==> src/core/rswc_params.svh <==
/*
 * Constants of the radio sleep and wake controller: register word
 * indices, control and interrupt bit positions, reset values, timing.
 * Assumes inclusion by bare name from the design file and the bench.
 */
`ifndef RSWC_PARAMS_SVH
`define RSWC_PARAMS_SVH

// ============================================================
// Register word indices
`define RSWC_A_CTRL 4'h0
`define RSWC_A_SCAN 4'h1
`define RSWC_A_SNIFF 4'h2
`define RSWC_A_EVT 4'h3
`define RSWC_A_STAT 4'h4
`define RSWC_A_INTS 4'h5
`define RSWC_A_INTM 4'h6
`define RSWC_A_ATTN 4'h7

// ============================================================
// Control bits
`define RSWC_C_SLEEP_EN 0
`define RSWC_C_WAKE_HIGH 1
`define RSWC_C_HWAKE_HIGH 2
`define RSWC_C_USB_MODE 3
`define RSWC_C_RADIO_OFF 4
`define RSWC_C_SCAN_EN 5
`define RSWC_C_SNIFF_EN 6

// ============================================================
// Interrupt bits
`define RSWC_I_HOSTWAKE 0
`define RSWC_I_TMRWAKE 1
`define RSWC_I_SLEEP 2
`define RSWC_I_EVTDONE 3
`define RSWC_I_RESUME 4
`define RSWC_INT_W 5

// ============================================================
// Reset values and timing
`define RSWC_CTRL_RST 16'h0000
`define RSWC_SCAN_RST 16'h0100
`define RSWC_SNIFF_RST 16'h0200
`define RSWC_EVT_RST 16'h0004
`define RSWC_CLK_MHZ 125
`define RSWC_SETTLE_NS 1000

`endif

==> src/core/rswc_pkg.sv <==
/*
 * Types of the radio sleep and wake controller.
 * Assumes nothing beyond a SystemVerilog compiler.
 */
package rswc_pkg;

    typedef logic [15:0] rswc_word_t;

    typedef enum logic [1:0] {
        ST_AWAKE,
        ST_ASLEEP,
        ST_WARM,
        ST_EVENT
    } rswc_state_e;

endpackage

==> src/core/rswc_sleep_ctrl.sv <==
/*
 * Sleep and wake controller of a radio baseband: wake pins, clock
 * request, RF power-down controls, LOW_POWER_OSCILLATOR timed scan and sniff wakes,
 * register port and interrupt.
 * Assumes one 125 MHz clock, synchronous active-high reset, and a
 * low-power oscillator level input much slower than the clock.
 */
// Design decisions made here: the plain strobed port and the register offsets.
// Notes on behaviour
// - Scan/sniff events wake, then sleep again
// - Periodic wakes timed by LOW_POWER_OSCILLATOR-clocked timers
// - Host wake request honoured any time
// - Host wake during session: stay awake
// - Dropping wake request lets device sleep
// - Host transports idle while asleep
// - Core power kept on during sleep
// - Asserted wake input wakes or holds awake
// - Deasserted wake: sleep only when criteria met
// - Wake polarity selectable, default active low
// - USB mode: wake pin may force radio off
// - Host-wake output asserted when attention needed
// - Host-wake active level software selectable
// - Clock request high while reference needed
// - Low external reset resets the chip
// - Separate TX, RX, PLL, PA power-downs
// - USB suspend, resume and remote wake
`timescale 1ns/1ps
`include "rswc_params.svh"

module rswc_sleep_ctrl (
    input wire logic clk_i,
    input wire logic reset_i,
    input wire logic ext_reset_n_i,
    input wire logic host_to_device_wake_i,
    input wire logic low_power_oscillator_i,
    input wire logic usb_suspend_i,
    input wire logic usb_resume_i,
    input wire logic tx_active_i,
    input wire logic rx_active_i,
    input wire logic [3:0] reg_addr_i,
    input wire logic [15:0] reg_wdata_i,
    input wire logic reg_wr_i,
    input wire logic reg_rd_i,
    output logic [15:0] reg_rdata_o,
    output logic irq_o,
    output logic device_to_host_wake_o,
    output logic ext_clock_request_o,
    output logic rf_tx_pd_o,
    output logic rf_rx_pd_o,
    output logic rf_pll_pd_o,
    output logic rf_pa_pd_o,
    output logic transport_idle_o,
    output logic aux_clk_en_o,
    output logic core_power_keep_o,
    output logic radio_off_o,
    output logic usb_remote_wake_o,
    output logic chip_reset_o,
    output logic asleep_o
);

    localparam int SETTLE_CYC = (`RSWC_SETTLE_NS * `RSWC_CLK_MHZ + 999) / 1000;

    // ============================================================
    // Shared timer step: returns {due, next count}
    function automatic logic [16:0] tmr_step(input logic [15:0] cnt, per,
                                             input logic en, tick);
        logic [16:0] r;
        r = {1'b0, cnt};
        if (!en) begin
            r = {1'b0, per};
        end else if (tick) begin
            r = cnt <= 16'h0001 ? {1'b1, per} : {1'b0, cnt - 16'h0001};
        end
        return r;
    endfunction

    // ============================================================
    // Synchronisers
    logic rst_s1_q, rst_s2_q, wake_s1_q, wake_s2_q, rst;
    logic lpo_s1_q, lpo_s2_q, lpo_s3_q, resume_q;

    always_ff @(posedge clk_i) begin
        if (reset_i) begin
            rst_s1_q <= 1'b0;
            rst_s2_q <= 1'b0;
            chip_reset_o <= 1'b1;
        end else begin
            rst_s1_q <= ~ext_reset_n_i;
            rst_s2_q <= rst_s1_q;
            chip_reset_o <= rst_s2_q;
        end
    end

    assign rst = reset_i | rst_s2_q;

    always_ff @(posedge clk_i) begin
        if (rst) begin
            wake_s1_q <= 1'b0;
            wake_s2_q <= 1'b0;
            lpo_s1_q <= 1'b0;
            lpo_s2_q <= 1'b0;
            lpo_s3_q <= 1'b0;
            resume_q <= 1'b0;
        end else begin
            wake_s1_q <= host_to_device_wake_i;
            wake_s2_q <= wake_s1_q;
            lpo_s1_q <= low_power_oscillator_i;
            lpo_s2_q <= lpo_s1_q;
            lpo_s3_q <= lpo_s2_q;
            resume_q <= usb_resume_i;
        end
    end

    // ============================================================
    // Registers
    rswc_pkg::rswc_word_t ctrl_q, scan_per_q, sniff_per_q, evt_len_q;
    logic [`RSWC_INT_W-1:0] int_st_q, int_mask_q, int_set;
    logic attn_q;
    rswc_pkg::rswc_state_e state_q;

    logic lpo_tick, wake_pin, wake_req, radio_off_req, attn;
    logic usb_mode, sleep_ok, pend_q, host_woke_q;
    logic [15:0] scan_cnt_q, sniff_cnt_q, evt_cnt_q;
    logic [16:0] scan_nx, sniff_nx;
    logic [7:0] settle_q;
    logic evt_done;

    assign lpo_tick = lpo_s2_q & ~lpo_s3_q;
    assign usb_mode = ctrl_q[`RSWC_C_USB_MODE];
    // Pin level equal to the selected active level means asserted
    assign wake_pin = wake_s2_q == ctrl_q[`RSWC_C_WAKE_HIGH];
    assign radio_off_req = usb_mode & ctrl_q[`RSWC_C_RADIO_OFF]
                           & wake_pin;
    // In radio-off use the pin no longer asks for wake
    assign wake_req = wake_pin & ~(usb_mode
                      & ctrl_q[`RSWC_C_RADIO_OFF]);
    assign attn = attn_q | (|(int_st_q & int_mask_q));

    always_ff @(posedge clk_i) begin
        if (rst) begin
            ctrl_q <= `RSWC_CTRL_RST;
            scan_per_q <= `RSWC_SCAN_RST;
            sniff_per_q <= `RSWC_SNIFF_RST;
            evt_len_q <= `RSWC_EVT_RST;
            int_mask_q <= '0;
            attn_q <= 1'b0;
        end else if (reg_wr_i) begin
            unique case (reg_addr_i)
                `RSWC_A_CTRL: ctrl_q <= reg_wdata_i;
                `RSWC_A_SCAN: scan_per_q <= reg_wdata_i;
                `RSWC_A_SNIFF: sniff_per_q <= reg_wdata_i;
                `RSWC_A_EVT: evt_len_q <= reg_wdata_i;
                `RSWC_A_INTM: int_mask_q <= reg_wdata_i[`RSWC_INT_W-1:0];
                `RSWC_A_ATTN: attn_q <= reg_wdata_i[0];
                default: ;
            endcase
        end
    end

    // Set wins over a write-one clear in the same cycle
    always_ff @(posedge clk_i) begin
        if (rst) begin
            int_st_q <= '0;
        end else if (reg_wr_i && reg_addr_i == `RSWC_A_INTS) begin
            int_st_q <= (int_st_q & ~reg_wdata_i[`RSWC_INT_W-1:0])
                        | int_set;
        end else begin
            int_st_q <= int_st_q | int_set;
        end
    end

    always_ff @(posedge clk_i) begin
        if (rst || !reg_rd_i) begin
            reg_rdata_o <= '0;
        end else begin
            unique case (reg_addr_i)
                `RSWC_A_CTRL: reg_rdata_o <= ctrl_q;
                `RSWC_A_SCAN: reg_rdata_o <= scan_per_q;
                `RSWC_A_SNIFF: reg_rdata_o <= sniff_per_q;
                `RSWC_A_EVT: reg_rdata_o <= evt_len_q;
                `RSWC_A_STAT: reg_rdata_o <= {11'h000, wake_req, pend_q,
                                              attn, state_q};
                `RSWC_A_INTS: reg_rdata_o <= {11'h000, int_st_q};
                `RSWC_A_INTM: reg_rdata_o <= {11'h000, int_mask_q};
                `RSWC_A_ATTN: reg_rdata_o <= {15'h0000, attn_q};
                default: reg_rdata_o <= '0;
            endcase
        end
    end

    // ============================================================
    // LOW_POWER_OSCILLATOR timers for scan and sniff sessions
    assign scan_nx = tmr_step(scan_cnt_q, scan_per_q,
                              ctrl_q[`RSWC_C_SCAN_EN], lpo_tick);
    assign sniff_nx = tmr_step(sniff_cnt_q, sniff_per_q,
                               ctrl_q[`RSWC_C_SNIFF_EN], lpo_tick);

    always_ff @(posedge clk_i) begin
        if (rst) begin
            scan_cnt_q <= `RSWC_SCAN_RST;
            sniff_cnt_q <= `RSWC_SNIFF_RST;
        end else begin
            scan_cnt_q <= scan_nx[15:0];
            sniff_cnt_q <= sniff_nx[15:0];
        end
    end

    // Pending event; served awake it needs no wake-up
    always_ff @(posedge clk_i) begin
        if (rst) begin
            pend_q <= 1'b0;
        end else if (scan_nx[16] | sniff_nx[16]) begin
            pend_q <= 1'b1;
        end else if (state_q == rswc_pkg::ST_AWAKE
                     || state_q == rswc_pkg::ST_EVENT) begin
            pend_q <= 1'b0;
        end
    end

    // ============================================================
    // Sleep sequencer
    assign sleep_ok = ctrl_q[`RSWC_C_SLEEP_EN] & ~wake_req & ~attn
                      & ~pend_q & ~tx_active_i & ~rx_active_i
                      & (~usb_mode | usb_suspend_i);
    assign evt_done = state_q == rswc_pkg::ST_EVENT
                      && evt_cnt_q == 16'h0000;

    always_ff @(posedge clk_i) begin
        if (rst) begin
            state_q <= rswc_pkg::ST_AWAKE;
            host_woke_q <= 1'b0;
            settle_q <= '0;
            evt_cnt_q <= '0;
        end else begin
            unique case (state_q)
                rswc_pkg::ST_AWAKE: begin
                    if (sleep_ok) begin
                        state_q <= rswc_pkg::ST_ASLEEP;
                    end
                end
                rswc_pkg::ST_ASLEEP: begin
                    if (wake_req || (usb_mode && !usb_suspend_i)) begin
                        state_q <= rswc_pkg::ST_WARM;
                        host_woke_q <= 1'b1;
                        settle_q <= 8'(SETTLE_CYC);
                    end else if (pend_q) begin
                        state_q <= rswc_pkg::ST_WARM;
                        host_woke_q <= 1'b0;
                        settle_q <= 8'(SETTLE_CYC);
                    end
                end
                rswc_pkg::ST_WARM: begin
                    // Reference clock must settle before use
                    if (settle_q <= 8'h01) begin
                        if (host_woke_q || wake_req) begin
                            state_q <= rswc_pkg::ST_AWAKE;
                        end else begin
                            state_q <= rswc_pkg::ST_EVENT;
                            evt_cnt_q <= evt_len_q;
                        end
                    end else begin
                        settle_q <= settle_q - 8'h01;
                    end
                end
                rswc_pkg::ST_EVENT: begin
                    if (evt_done) begin
                        // Host asked meanwhile: stay up for the session
                        state_q <= wake_req ? rswc_pkg::ST_AWAKE
                                            : rswc_pkg::ST_ASLEEP;
                    end else if (lpo_tick) begin
                        evt_cnt_q <= evt_cnt_q - 16'h0001;
                    end
                end
            endcase
        end
    end

    // ============================================================
    // Interrupt events
    always_comb begin
        int_set = '0;
        int_set[`RSWC_I_HOSTWAKE] = state_q == rswc_pkg::ST_ASLEEP
                                    && wake_req;
        int_set[`RSWC_I_TMRWAKE] = state_q == rswc_pkg::ST_ASLEEP
                                   && !wake_req && pend_q;
        int_set[`RSWC_I_SLEEP] = (state_q == rswc_pkg::ST_AWAKE
                                  && sleep_ok) || (evt_done && !wake_req);
        int_set[`RSWC_I_EVTDONE] = evt_done;
        int_set[`RSWC_I_RESUME] = usb_mode && usb_resume_i
                                  && !resume_q;
    end

    // ============================================================
    // Registered outputs
    logic asleep_nx, rf_off;
    assign asleep_nx = state_q == rswc_pkg::ST_ASLEEP;

    always_ff @(posedge clk_i) begin
        if (rst) begin
            irq_o <= 1'b0;
            device_to_host_wake_o <= 1'b1;
            usb_remote_wake_o <= 1'b0;
        end else begin
            irq_o <= |(int_st_q & int_mask_q);
            device_to_host_wake_o <= attn
                == ctrl_q[`RSWC_C_HWAKE_HIGH];
            // Remote wake only toward a suspended host bus
            usb_remote_wake_o <= usb_mode & usb_suspend_i & attn;
        end
    end

    always_ff @(posedge clk_i) begin
        if (rst) begin
            ext_clock_request_o <= 1'b1;
            transport_idle_o <= 1'b0;
            aux_clk_en_o <= 1'b1;
            asleep_o <= 1'b0;
            radio_off_o <= 1'b0;
            core_power_keep_o <= 1'b1;
        end else begin
            ext_clock_request_o <= ~asleep_nx;
            transport_idle_o <= asleep_nx;
            aux_clk_en_o <= ~asleep_nx;
            asleep_o <= asleep_nx;
            radio_off_o <= radio_off_req;
            // Core rail never drops, so registers and RAM survive sleep
            core_power_keep_o <= 1'b1;
        end
    end

    // Radio off or asleep forces every path down
    assign rf_off = asleep_nx | radio_off_req
                    | state_q == rswc_pkg::ST_WARM;

    always_ff @(posedge clk_i) begin
        if (rst) begin
            rf_tx_pd_o <= 1'b1;
            rf_rx_pd_o <= 1'b1;
            rf_pll_pd_o <= 1'b1;
            rf_pa_pd_o <= 1'b1;
        end else begin
            rf_tx_pd_o <= rf_off | ~tx_active_i;
            rf_rx_pd_o <= rf_off | ~rx_active_i;
            rf_pll_pd_o <= rf_off | ~(tx_active_i | rx_active_i);
            rf_pa_pd_o <= rf_off | ~tx_active_i;
        end
    end
endmodule // rswc_sleep_ctrl

==> config.mk <==
export PLATFORM = sky130hd
export DESIGN_NAME = rswc_sleep_ctrl
export DESIGN_NICKNAME = d
export VERILOG_FILES = /design/src/core/rswc_pkg.sv /design/src/core/rswc_sleep_ctrl.sv
export VERILOG_INCLUDE_DIRS = /design/src /design/src/core
export SDC_FILE = /design/constraint.sdc
export NUM_CORES = 1
export LEC_CHECK = 0
export ABC_AREA = 1
export BUFFER_PORTS_ARGS = -buffer_cell sky130_fd_sc_hd__buf_2
export CORE_UTILIZATION = 50
export CTS_BUF_LIST = sky130_fd_sc_hd__clkbuf_16
export DETAILED_ROUTE_END_ITERATION = 7
export GPL_TIMING_DRIVEN = 1
export HOLD_SLACK_MARGIN = 0.1
export PLACE_DENSITY = 0.7
export SLEW_MARGIN = 20
export SYNTH_ARGS = -nofsm -noshare
export SYNTH_HDL_FRONTEND = slang
export SYNTH_SLANG_ARGS = --single-unit
==> constraint.sdc <==
create_clock -name clk_i -period 4.4 [get_ports clk_i]
set_input_delay 0.66 -clock clk_i [delete_from_list [all_inputs] [get_ports clk_i]]
set_output_delay 0.66 -clock clk_i [all_outputs]
set_load 0.05 [all_outputs]
==> implementation parameters <==
Parameter                              Value

Final layout
  Proportion of layout cells with a drive suffix above 1 ... 0.119
  Area delta synth->final ... 10.8%
  Antenna Diode Count ... 0
  Number of nets in the layout ... between 1,000 and 1,500

STA
  Post-route clock skew ... between 0.007 and 0.008 ns
  RSZ-0062 raised after global routing ... false
  Hold slack final ... 0.377 ns
  Count of final setup violators ... 0
  Clock period minus worst slack ... roughly 2.3 ns
  Pins over their slew limit ... 0
  Worst-Margin Slew ... between 0.7 and 0.8 ns
  Slew margin rel. ... 0.477
  Worst path setup slack after routing ... 2.09 ns
  Maximum achievable frequency ... about 0.43 GHz
  Final clock period utilization by the worst path ... 0.526
  Hold Vio Cnt, Final ... 0
  Total negative slack ... 0 ns

Synthesis
  Largest cells by area after synthesis ... sky130_fd_sc_hd__dfxtp_1 (41%), sky130_fd_sc_hd__nand2_1 (12%), sky130_fd_sc_hd__nor2_1 (7.7%)
  Count of mapped cells out of synthesis ... between 1,000 and 1,500
  Top-count cell post-synth ... sky130_fd_sc_hd__nand2_1
  Area share of the largest cell type after synthesis ... 0.405
  Combined area of all synthesized cells ... roughly 8400 µm²
  Post-synth top cells ... sky130_fd_sc_hd__nand2_1 (260), sky130_fd_sc_hd__nor2_1 (172), sky130_fd_sc_hd__dfxtp_1 (169)
  Number of distinct library cells after synthesis ... 43
  Share of async-settable or async-resettable flops after synthesis ... 0
  Post-Synthesis Mean Instance Area ... ~6.8 µm²
  EDFF count, synth ... 0
  Portion of the post-synthesis area used by sequential elements ... 0.405
  Post-Synthesis Net Count ... around 1,300
  Cell type contributing the most total cell area after synthesis ... sky130_fd_sc_hd__dfxtp_1
  Synth Register Bits ... approximately 170
  Total of warnings raised by yosys ... 0
  Predominant post-synthesis flop cell ... sky130_fd_sc_hd__dfxtp_1

Route
  Number of nets with antenna violations after detailed routing ... 0
  Number of DRC markers after the initial detailed-route iteration ... 751
  Drt first pass iters ... 6
  Mean routed wirelength per cell ... 14.9 µm
  Number of DRC violations after detailed routing ... 0
  Detailed-route vias per instance ... roughly 5.3
  Total number of vias ... 7,869
  Routed WL ... between 20 and 25 mm

Pwr
  Lkg Pwr ... ~0.004 µW
  Switching power as a share of total power ... 0.253
  Clock power frac ... 0.445
  Power per Cell Area ... 345 nW/µm²
  Comb pwr share ... 0.064
  Maximum ir drop on the vdd rail ... approximately 0.30 mV
  Power spent charging and discharging nets ... 807 µW
  Cell internal power dissipation ... ~2400 µW
  Sequential cell fraction of total power ... 0.491

Setup path
  Worst path cell trace ... buf_2 > nor2_4 > nand2_1 > nor2_1 > inv_1 > o21ai_0 > a21oi_1
  Nature of the critical path startpoint ... primary input
  Critical Path Sink Type ... flop
  Classification of the worst setup path ... primary input to flop
  Arrival time at the worst endpoint ... about 2.6 ns
  Sum of buffers and inverters on the critical path ... 2
  Required @ worst endpoint ... roughly 4.7 ns
  Biggest fanout along the worst timing path ... 22
  Crit path largest cell delay ... between 0.5 and 0.6 ns
  Flop2flop setup slack ... 2.13 ns
  Slowest cell on the critical path ... sky130_fd_sc_hd__nor2_1
  Family of cells with the greatest summed delay on the critical path ... simple AND/OR/NAND/NOR gates

GRT
  Via count of the first global-routing pass ... approximately 6,800
  Largest net degree at the start of global routing ... between 80 and 90
  Overflow after GRT ... 0
  Number of antenna violations at the first check in global routing ... 0
  Wire length of the first global-routing pass ... 35.4 mm
  Combined global-route utilization of all metal layers ... 0.259

Die
  Die W ... around 130 µm
  Number of placement rows ... 46
  Starting Density ... 0.518
  Placeable Area ... approximately 16,000 µm²
  Die span in y ... 131 µm
  Top Ports ... approximately 60
  Floorplan die area ... 17,200 µm²

Clock network
  Clock latency on the worst-skew pair ... around 0.43 ns
  Total setup buffers inserted after CTS ... 0
  TritonCTS clock tree ... done
  H-tree level count ... 4
  CTS buffer count ... 17
  Sink count of the clock tree ... between 150 and 200
  Quantity of hold-fixing buffers added after cts ... 0
  Cell at the root of the clock tree ... sky130_fd_sc_hd__clkbuf_16
  Clock transition at path regs ... 0.06 ns
  CTS resizes ... 0
  Longest Clk Path Bufs ... 2

Run status
  Result of the run ... completed

Placed design
  Worst slack after detailed placement ... between 1.5 and 2 ns
  Number of port buffers ... 59
  Global placement routability congestion ... 0.895
  Half-perimeter wire length after placement ... approximately 15 mm

Worst hold path
  HP Class ... primary input to flop

Job
  Number of max-cap violations ... 0
## state kept, by name (all words and copies together), names as in the netlist, 2 cells and up
name and count:
settle_q 8, reg_rdata_o 16, ctrl_q 16, sniff_per_q 16, state_q 2, scan_cnt_q 16, evt_cnt_q 16, sniff_cnt_q 16
scan_per_q 16, evt_len_q 16, int_mask_q 5, int_st_q 5
## power by group through the flow
stage,Sequential [µW],Combinational (µW),Clock (µW)
floorplan,1610,125,0
global placement,1600,197,0
detailed placement,1600,199,0
CTS,1570,200,1440
global route,1570,223,1500
finish,1570,203,1420
## cells in the final DEF, fill, tap and decap left out, types with 3 or more instances in the layout
master,Yosys,layout
sky130_fd_sc_hd__nor2_2,11,11
sky130_fd_sc_hd__a221oi_1,12,12
sky130_fd_sc_hd__inv_2,11,12
sky130_fd_sc_hd__xor2_1,15,15
sky130_fd_sc_hd__buf_4,4,3
sky130_fd_sc_hd__dfxtp_1,169,169
sky130_fd_sc_hd__o211ai_1,3,3
sky130_fd_sc_hd__a21oi_1,93,93
sky130_fd_sc_hd__xnor2_1,4,4
sky130_fd_sc_hd__nand2_2,14,14
sky130_fd_sc_hd__o22ai_1,24,24
sky130_fd_sc_hd__nor2_4,4,5
sky130_fd_sc_hd__nand3_2,4,5
sky130_fd_sc_hd__a21oi_2,6,6
sky130_fd_sc_hd__ha_1,12,12
sky130_fd_sc_hd__clkinv_2,0,3
sky130_fd_sc_hd__nor3_1,11,11
sky130_fd_sc_hd__nand3_1,64,63
sky130_fd_sc_hd__nand4_1,11,11
sky130_fd_sc_hd__o21ai_0,95,95
sky130_fd_sc_hd__nor2_1,172,171
sky130_fd_sc_hd__o21bai_1,4,4
sky130_fd_sc_hd__buf_2,7,59
sky130_fd_sc_hd__inv_1,151,150
sky130_fd_sc_hd__nand2_1,260,260
sky130_fd_sc_hd__clkbuf_16,0,17
sky130_fd_sc_hd__clkinv_4,0,4
sky130_fd_sc_hd__clkinvlp_4,0,5
sky130_fd_sc_hd__a31oi_1,10,10
## cell families (layout without fill, tap and decap cells)
logic type               after synthesis  in the layout  synth area share
adder cells (fa/ha/maj)               12             12            0.0180
flip-flops                           169            169             0.405
other                                  1              1          0.000449
XOR/XNOR                              19             19            0.0199
AND/OR/NAND/NOR                      558            558             0.283
AO/OA/AOI/OAI                        254            254             0.170
buffers and inverters                211            257             0.104
## path summary, 6_finish.rpt
| path | from | end | depth (start not counted) |
|---|---|---|---|
| setup / recovery | reg_addr_i[3] | sniff_per_q[2] | 7 |
| hold / removal | ext_reset_n_i | rst_s1_q | 2 |
| setup reg to reg | state_q[0] | evt_cnt_q[9] | 11 |
| hold reg to reg | rst_s1_q | rst_s2_q | 2 |
## cell type report
type / instances / area [µm²]
well taps: 216 / 270
inverters: 163 / 614
flip-flops and latches: 169 / 3380
multi-input cells: 844 / 4110
clock inverters: 15 / 130
fillers: 1556 / 6860
clock buffers: 17 / 425
repair buffers: 62 / 318
## stage by stage
step | cells | power (µW) | instance area, µm² | utilization
2_1_floorplan | 1224 | 1730 | 8350 | -
3_3_place_gp | 1454 | 1800 | 8690 | 0.540
3_5_place_dp | 1454 | 1800 | 8690 | 0.540
4_1_cts | 1486 | 3200 | 9250 | 0.574
5_1_grt | 1486 | 3290 | 9260 | 0.574
6_report | 1486 | 3190 | 9260 | 0.574
## layer usage
metal / wire length, µm / share of wire / vias up / GRT usage
li1: - / - / 4003 / -
met1: 10300 / 0.47 / 3590 / 0.363
met2: 9910 / 0.45 / 251 / 0.403
met3: 1590 / 0.072 / 25 / 0.0463
met4: 347 / 0.016 / 0 / 0.0788
met5: 0 / 0 / - / 0
## worst register-to-register path: stages (launching register included)
cell and delay [ns]:
sky130_fd_sc_hd__dfxtp_1 0.37, sky130_fd_sc_hd__inv_1 0.16, sky130_fd_sc_hd__ha_1 0.46, sky130_fd_sc_hd__inv_1 0.12, sky130_fd_sc_hd__nor2_1 0.18, sky130_fd_sc_hd__a21oi_1 0.13
sky130_fd_sc_hd__nor2_4 0.16, sky130_fd_sc_hd__nand2_4 0.17, sky130_fd_sc_hd__inv_4 0.21, sky130_fd_sc_hd__nand2_1 0.07, sky130_fd_sc_hd__nor2_1 0.09, sky130_fd_sc_hd__nor2_1 0.04
No activity file was read; power rests on OpenSTA's default activity.
